===== src/hw/mrs_pkg.sv =====
package mrs_pkg;
	localparam int DATA_W = 8;
	localparam int FADDR_W = 6;
	localparam int SADDR_W = 4;
	localparam logic [3:0] SADDR_MIN = 4'h7;
	localparam logic [7:0] WREG_RST = 8'h00;
	localparam logic DEST_WREG = 1'b0;
	localparam logic [2:0] FLAGS_RST = 3'h0;
	localparam logic [7:0] FWD_RST = 8'h00;
	localparam logic TO_RST = 1'b1;
	localparam logic PD_RST = 1'b1;

	typedef enum logic [2:0] {
		MRS_OP_NONE = 3'h0,
		MRS_OP_RRC = 3'h1,
		MRS_OP_SBI = 3'h3,
		MRS_OP_SBF = 3'h2,
		MRS_OP_AUX = 3'h6,
		MRS_OP_HALT = 3'h7
	} mrs_op_e;

	typedef struct packed {
		mrs_op_e op;
		logic dest;
		logic [7:0] imm;
	} mrs_cmd_s;

	typedef struct packed {
		logic z;
		logic dc;
		logic c;
	} mrs_flags_s;
endpackage : mrs_pkg


===== src/hw/mrs_exec.sv =====
`timescale 1ns/1ps
module mrs_exec (
	// Clock and reset.
	input wire logic clock,
	input wire logic srst,
	// Instruction issue.
	input wire logic cmd_valid,
	input wire mrs_pkg::mrs_cmd_s cmd,
	// Operands from the file bank and auxiliary page.
	input wire logic [7:0] file_rdata,
	input wire logic [7:0] aux_rdata,
	input wire logic [3:0] aux_addr,
	// Results.
	output logic [7:0] working_register,
	output mrs_pkg::mrs_flags_s flags,
	output logic file_we,
	output logic [7:0] file_wdata,
	output logic wdt_clear,
	output logic halt_mode,
	output logic timeout_status_flag,
	output logic powerdown_status_flag
);
	logic [7:0] wreg_ff;
	mrs_pkg::mrs_flags_s flags_ff;
	logic fwe_ff;
	logic [7:0] fwd_ff;
	logic wclr_ff;
	logic halt_ff;
	logic to_ff;
	logic pd_ff;
	logic [7:0] sb_res_q;

	// One decoder for every instruction compare, so the issue qualifier
	// cannot drift between the datapath and the checks.
	function automatic logic op_hit(input logic valid,
		input mrs_pkg::mrs_op_e code, input mrs_pkg::mrs_op_e want);
		return valid && code == want;
	endfunction : op_hit

	wire is_rrc = op_hit(cmd_valid, cmd.op, mrs_pkg::MRS_OP_RRC);
	wire is_sbi = op_hit(cmd_valid, cmd.op, mrs_pkg::MRS_OP_SBI);
	wire is_sbf = op_hit(cmd_valid, cmd.op, mrs_pkg::MRS_OP_SBF);
	wire is_aux_req = op_hit(cmd_valid, cmd.op, mrs_pkg::MRS_OP_AUX);
	wire is_aux = is_aux_req && aux_addr >= mrs_pkg::SADDR_MIN;
	wire is_halt = op_hit(cmd_valid, cmd.op, mrs_pkg::MRS_OP_HALT);

	// Rotate result and new carry.
	wire [7:0] rrc_res = {flags_ff.c, file_rdata[7:1]};
	wire rrc_c = file_rdata[0];

	// Borrow subtract: a + ~w + c, carry out means no borrow.
	wire [7:0] sb_a = is_sbi ? cmd.imm : file_rdata;
	wire [4:0] sb_lo = {1'b0, sb_a[3:0]} + {1'b0, ~wreg_ff[3:0]}
		+ {4'h0, flags_ff.c};
	wire [8:0] sb_sum = {1'b0, sb_a} + {1'b0, ~wreg_ff}
		+ {8'h00, flags_ff.c};
	wire [7:0] sb_res = sb_sum[7:0];
	wire sb_z = sb_res == 8'h00;
	wire sb_to_w = is_sbi || (is_sbf && cmd.dest == mrs_pkg::DEST_WREG);
	wire rrc_to_w = is_rrc && cmd.dest == mrs_pkg::DEST_WREG;

	wire [7:0] nxt_wreg = rrc_to_w ? rrc_res :
		sb_to_w ? sb_res :
		is_aux ? aux_rdata : wreg_ff;
	wire nxt_fwe = (is_rrc || is_sbf) && cmd.dest != mrs_pkg::DEST_WREG;
	wire [7:0] nxt_fwd = is_rrc ? rrc_res : sb_res;
	mrs_pkg::mrs_flags_s nxt_flags;
	assign nxt_flags = (is_sbi || is_sbf) ?
		{sb_z, sb_lo[4], sb_sum[8]} :
		is_rrc ? {flags_ff.z, flags_ff.dc, rrc_c} : flags_ff;

	always_ff @(posedge clock) begin
		if (srst) begin
			wreg_ff <= mrs_pkg::WREG_RST;
			flags_ff <= mrs_pkg::FLAGS_RST;
			fwe_ff <= 1'b0;
			fwd_ff <= mrs_pkg::FWD_RST;
			wclr_ff <= 1'b0;
			halt_ff <= 1'b0;
			to_ff <= mrs_pkg::TO_RST;
			pd_ff <= mrs_pkg::PD_RST;
		end else begin
			wreg_ff <= nxt_wreg;
			flags_ff <= nxt_flags;
			fwe_ff <= nxt_fwe;
			fwd_ff <= nxt_fwd;
			wclr_ff <= is_halt;
			halt_ff <= halt_ff || is_halt;
			if (is_halt) begin
				to_ff <= 1'b1;
				pd_ff <= 1'b0;
			end
		end
	end

	assign working_register = wreg_ff;
	assign flags = flags_ff;
	assign file_we = fwe_ff;
	assign file_wdata = fwd_ff;
	assign wdt_clear = wclr_ff;
	assign halt_mode = halt_ff;
	assign timeout_status_flag = to_ff;
	assign powerdown_status_flag = pd_ff;

	a_rrc_carry: assert property (@(posedge clock) disable iff (srst)
		is_rrc |=> flags_ff.c == $past(file_rdata[0]))
		else $error("rotate carry wrong");
	a_rrc_wreg: assert property (@(posedge clock) disable iff (srst)
		rrc_to_w |=> wreg_ff == {$past(flags_ff.c), $past(file_rdata[7:1])})
		else $error("rotate result wrong");
	a_rrc_file: assert property (@(posedge clock) disable iff (srst)
		(is_rrc && cmd.dest) |=> file_we && $stable(wreg_ff))
		else $error("rotate write back wrong");
	a_sbi_value: assert property (@(posedge clock) disable iff (srst)
		is_sbi |=> wreg_ff == 8'($past(cmd.imm) + ~$past(wreg_ff)
		+ 8'($past(flags_ff.c)))) else $error("subtract wrong");
	a_sb_zero: assert property (@(posedge clock) disable iff (srst)
		(is_sbi || is_sbf) |=> flags_ff.z == (sb_res_q == 8'h00))
		else $error("zero flag wrong");
	a_aux_flags: assert property (@(posedge clock) disable iff (srst)
		is_aux |=> $stable(flags_ff) && wreg_ff == $past(aux_rdata))
		else $error("aux read wrong");
	a_halt_clear: assert property (@(posedge clock) disable iff (srst)
		is_halt |=> wdt_clear && halt_mode) else $error("halt wrong");
	a_halt_status: assert property (@(posedge clock) disable iff (srst)
		is_halt |=> timeout_status_flag && !powerdown_status_flag)
		else $error("halt status wrong");

	// Registered copy of the subtract result, so the zero flag is checked
	// against the value that was really computed in the issue cycle.
	always_ff @(posedge clock) begin
		if (srst) begin
			sb_res_q <= 8'h00;
		end else begin
			sb_res_q <= sb_res;
		end
	end

	// The flag checks below use a compare form instead of the adder, so a
	// broken carry chain in the datapath cannot hide behind a copy of it.
	a_sb_carry: assert property (
		@(posedge clock) disable iff (srst)
		(is_sbi || is_sbf) |=> flags_ff.c == ($past(flags_ff.c) ?
		($past(sb_a) >= $past(wreg_ff)) : ($past(sb_a) > $past(wreg_ff))))
		else $error("subtract carry wrong");

	a_sb_half: assert property (
		@(posedge clock) disable iff (srst)
		(is_sbi || is_sbf) |=> flags_ff.dc == ($past(flags_ff.c) ?
		($past(sb_a[3:0]) >= $past(wreg_ff[3:0])) :
		($past(sb_a[3:0]) > $past(wreg_ff[3:0]))))
		else $error("subtract half carry wrong");

	a_sbf_value: assert property (
		@(posedge clock) disable iff (srst)
		(is_sbf && !cmd.dest) |=> wreg_ff == 8'($past(file_rdata)
		- $past(wreg_ff) - 8'(!$past(flags_ff.c))))
		else $error("file subtract wrong");

	a_sbf_file: assert property (
		@(posedge clock) disable iff (srst)
		(is_sbf && cmd.dest) |=> file_we && $stable(wreg_ff)
		&& file_wdata == 8'($past(file_rdata) - $past(wreg_ff)
		- 8'(!$past(flags_ff.c))))
		else $error("file subtract write back wrong");

	a_rrc_flags: assert property (
		@(posedge clock) disable iff (srst)
		is_rrc |=> flags_ff.z == $past(flags_ff.z)
		&& flags_ff.dc == $past(flags_ff.dc))
		else $error("rotate touched other flags");

	a_rrc_data: assert property (
		@(posedge clock) disable iff (srst)
		(is_rrc && cmd.dest) |=>
		file_wdata == {$past(flags_ff.c), $past(file_rdata[7:1])})
		else $error("rotate write back data wrong");

	a_file_quiet: assert property (
		@(posedge clock) disable iff (srst)
		!(is_rrc || is_sbf) |=> !file_we)
		else $error("unexpected file write");

	a_aux_refuse: assert property (
		@(posedge clock) disable iff (srst)
		(is_aux_req && aux_addr < mrs_pkg::SADDR_MIN) |=>
		$stable(wreg_ff) && $stable(flags_ff))
		else $error("aux read outside page taken");

	a_idle_hold: assert property (
		@(posedge clock) disable iff (srst)
		!cmd_valid |=> $stable(wreg_ff) && $stable(flags_ff))
		else $error("state moved while idle");

	a_halt_sticky: assert property (
		@(posedge clock) disable iff (srst)
		halt_mode |=> halt_mode)
		else $error("halt mode left");

	a_wclr_only: assert property (
		@(posedge clock) disable iff (srst)
		!is_halt |=> !wdt_clear)
		else $error("watchdog clear without halt");

	a_halt_keep: assert property (
		@(posedge clock) disable iff (srst)
		is_halt |=> $stable(wreg_ff) && $stable(flags_ff))
		else $error("halt changed datapath");

	a_pd_fall: assert property (
		@(posedge clock) disable iff (srst)
		$fell(powerdown_status_flag) |-> $past(is_halt))
		else $error("power down flag cleared without halt");

	a_status_hold: assert property (
		@(posedge clock) disable iff (srst)
		!is_halt |=> $stable(timeout_status_flag)
		&& $stable(powerdown_status_flag))
		else $error("status flags moved without halt");
endmodule : mrs_exec


===== config.mk =====
export PLATFORM = sky130hd
export DESIGN_NAME = mrs_exec
export DESIGN_NICKNAME = d
export VERILOG_FILES = /design/src/hw/mrs_pkg.sv /design/src/hw/mrs_exec.sv
export SDC_FILE = /design/constraint.sdc
export NUM_CORES = 1
export LEC_CHECK = 0
export ABC_AREA = 1
export BUFFER_PORTS_ARGS = -buffer_cell sky130_fd_sc_hd__buf_2
export CORE_MARGIN = 2
export CORE_UTILIZATION = 45
export CTS_CLUSTER_SIZE = 20
export DETAILED_ROUTE_END_ITERATION = 7
export PLACE_DENSITY_LB_ADDON = 0.3
export SYNTH_ARGS = -nofsm -noshare
export SYNTH_HDL_FRONTEND = slang
export SYNTH_SLANG_ARGS = --single-unit

===== constraint.sdc =====
create_clock -name clock -period 2.97 [get_ports clock]
set_input_delay 0.4455 -clock clock [delete_from_list [all_inputs] [get_ports clock]]
set_output_delay 0.4455 -clock clock [all_outputs]
set_load 0.02 [all_outputs]

==> impl_metrics.tcl <==
set metrics [dict create \
    status "finished clean" \
    reg2reg_slack_ns 0.78 \
    min_from "srst" \
    post_synth_num_cell_types 33 \
    cts-hold-fix-buffers 0 \
    syn_area_per_cell_sq_um 6.56 \
    regToRegEndpoint "flags[2]" \
    gr-total-overflow 0 \
    hold_viol 0 \
    start_util_pct 47.0 \
    post_cts_resized 0 \
    portBuffers 57 \
    cts_setup_buffers 0 \
    synth_async_sr_flop_share_pct 0 \
    num_antenna_cells 0 \
    final_cell_area_sq_mm 0.00191 \
    ant_nets 0 \
    startpoint_type "primary input" \
    layout_common_cells "57 x buf_2, 52 x nand2_1, 35 x inv_1" \
    fillers 351 \
    critPathRequiredTime_ns 3.22 \
    hp-class "primary input to register" \
    synth_ff_type "dfxtp_1" \
    die_x_um 63.1 \
    synth_fa_ha_area_share_pct 8.13 \
    fin_crit_ns 2.49 \
    critPathMaxFanout 5 \
    max_cap_viol_count 0 \
    yosys.area_share.xor_xnor_pct 0.558 \
    ys_seq_area_share_pct 29.3 \
    setup_viol 0 \
    grt_pass1_vias 1525 \
    ir_worst_vdd_uv 163 \
    syn2layout_area_growth_pct 22.0 \
    dr_total_vias 1684 \
    cts-root-buf "clkbuf_4" \
    place_inst 338 \
    nets 341 \
    setup_tns_ns 0 \
    maxSlewHeadroom_pct 65.0 \
    holdPathStages 2 \
    fin_crit_sh_pct 83.7 \
    cts_tree "built" \
    worstSkewPairLatency_ns 0.31 \
    synth_compound_area_share_pct 17.7 \
    worstPathArrival_ns 2.74 \
    slew_violations 0 \
    ys_seq_elements 23 \
    mostFrequentLayoutCell "buf_2" \
    worst_pin_slew_ns 0.521 \
    die_area_sq_mm 0.00398 \
    place_area_sq_mm 0.00189 \
    drt_pass1_iterations 5 \
    synth_enable_flop_cells 0 \
    syn_nets 283 \
    synth_area_sq_mm 0.00157 \
    r2r-start "working_register[0]" \
    holdPathEnd "wdt_clear" \
    clock_sinks 23 \
    antenna_found_initial 0 \
    grt_pass1_wl_um 6970 \
    clk_pin_slew_ns 0.13 \
    drt_iter0_markers 95 \
    viasPerCell 4.92 \
    grtUsageTotal_pct 21.8 \
    worst-setup-path-type "primary input to register" \
    clk_path_buf_depth 2 \
    wl_um 4100 \
    synth_top_family_by_area "simple AND/OR/NAND/NOR gates" \
    io_pins 59 \
    syn_inst 239 \
    reg2regPathDepth 10 \
    endpoint_kind "register" \
    drc 0 \
    pwr_density_cell_mw_per_mm2 417 \
    synth-simple-area-share_pct 29.5 \
    grt_max_degree 20 \
    design.core.area_sq_mm 0.00334 \
    fmax_mhz 402 \
    h-tree-depth 1 \
    synth_mux_area_share_pct 2.87 \
    synth_warnings 0 \
    place_congestion 0.842 \
    layout-drive-gt1-share_pct 26.0 \
    skew_ns 0.00415 \
    power_leakage_nw 1.03 \
    rsz0062_at_grt "false" \
    place_hpwl_um 3250 \
    post_drt_wl_per_cell_um 12.0 \
    cts_buffers 3 \
    fin_cells 342 \
    rows 21 \
    fp.dieH_um 63.1 \
]
==> layer usage <==
metal | wire (um) | up-vias | global-route usage, %
met3 | 281 | 4 | 3.21
met1 | 1930 | 737 | 30.4
li1 | - | 880 | -
met2 | 1860 | 63 | 34.8
met4 | 41 | 0 | 6.67
met5 | 0 | - | 0
==> where the power goes <==
part / internal (mW) / total (mW) / switching, mW / leakage [nW]
sequential: 0.336 / 0.347 / 0.0109 / 0.189
combinational: 0.110 / 0.299 / 0.189 / 0.828
clock: 0.0525 / 0.152 / 0.0992 / 0.0150
==> layout make-up <==
class / count / area (sq um) / area share [%]
Clock buffer: 4 / 26.3 / 1.37
Timing Repair Buffer: 58 / 293 / 15.3
Tap cell: 46 / 57.6 / 3.01
Inverter: 40 / 151 / 7.91
Multi-Input combinational cell: 171 / 926 / 48.4
Sequential cell: 23 / 460 / 24.1
==> cells in the mapped netlist, types with 4 or more instances <==
cell type  instances  area [sq um]
o21ai_1            8          40.0
nor2_1            27           101
inv_1             35           131
dfxtp_1           23           460
nor3_1             4          20.0
nand3_1           12          60.1
mux2_2             4          45.0
nand2_1           52           195
ha_1               7          87.6
o211ai_1           5          37.5
o21ai_0            7          35.0
a21oi_1           24           120
==> kinds of logic (layout without fill, tap and decap cells) <==
family,Yosys count,in the layout
and+or+nand+nor,106,106
AOI/OAI and AO/OA,50,50
buffers and inverters,45,102
DFF,23,23
adders and majority gates,9,9
muxes,4,4
other,1,1
xor gates and xnor gates,1,1
==> per-stage QoR <==
stage / setup slack [ns] / power (mW) / util (%) / hold WS, ns
3_3_place_gp: 0.230 / 0.647 / 56.6 / 0.428
4_1_cts: 0.496 / 0.795 / 57.4 / 0.347
6_report: 0.484 / 0.797 / 57.4 / 0.356
5_1_grt: 0.247 / 0.856 / 57.4 / 0.343
2_1_floorplan: 0.440 / 0.560 / - / 0.515
3_5_place_dp: 0.172 / 0.650 / 56.6 / 0.435
==> sequential cells by signal, indices dropped and copies added, names as in the netlist <==
name / cells
powerdown_status_flag: 1
wdt_clear: 1
file_wdata: 8
working_register: 8
file_we: 1
halt_mode: 1
flags: 3
==> how the worst max path moves through the flow <==
| stage | start | end | slack (ns) | cells after the start |
|---|---|---|---|---|
| 6_report | cmd[9] | flags[2] | 0.48 | 14 |
| 5_1_grt | cmd[9] | flags[2] | 0.25 | 14 |
| 4_1_cts | cmd[9] | file_wdata[6] | 0.50 | 15 |
| 3_5_place_dp | cmd[9] | file_wdata[6] | 0.17 | 15 |
| 3_3_place_gp | cmd[9] | file_wdata[6] | 0.23 | 15 |
| 2_1_floorplan | cmd[10] | file_wdata[6] | 0.44 | 14 |
==> worst max-delay path, stage by stage <==
cell     delay (ns)
buf_2          0.13
nand2_1        0.08
inv_1          0.04
nand2_1        0.08
mux2_2         0.34
fa_1           0.42
fa_1           0.44
nand3_1        0.14
nand3_1        0.08
nand2_1        0.13
nand3_1        0.10
nor2_1         0.09
nand3_1        0.08
a21oi_1        0.12
Power figures use the tool's default switching activity.
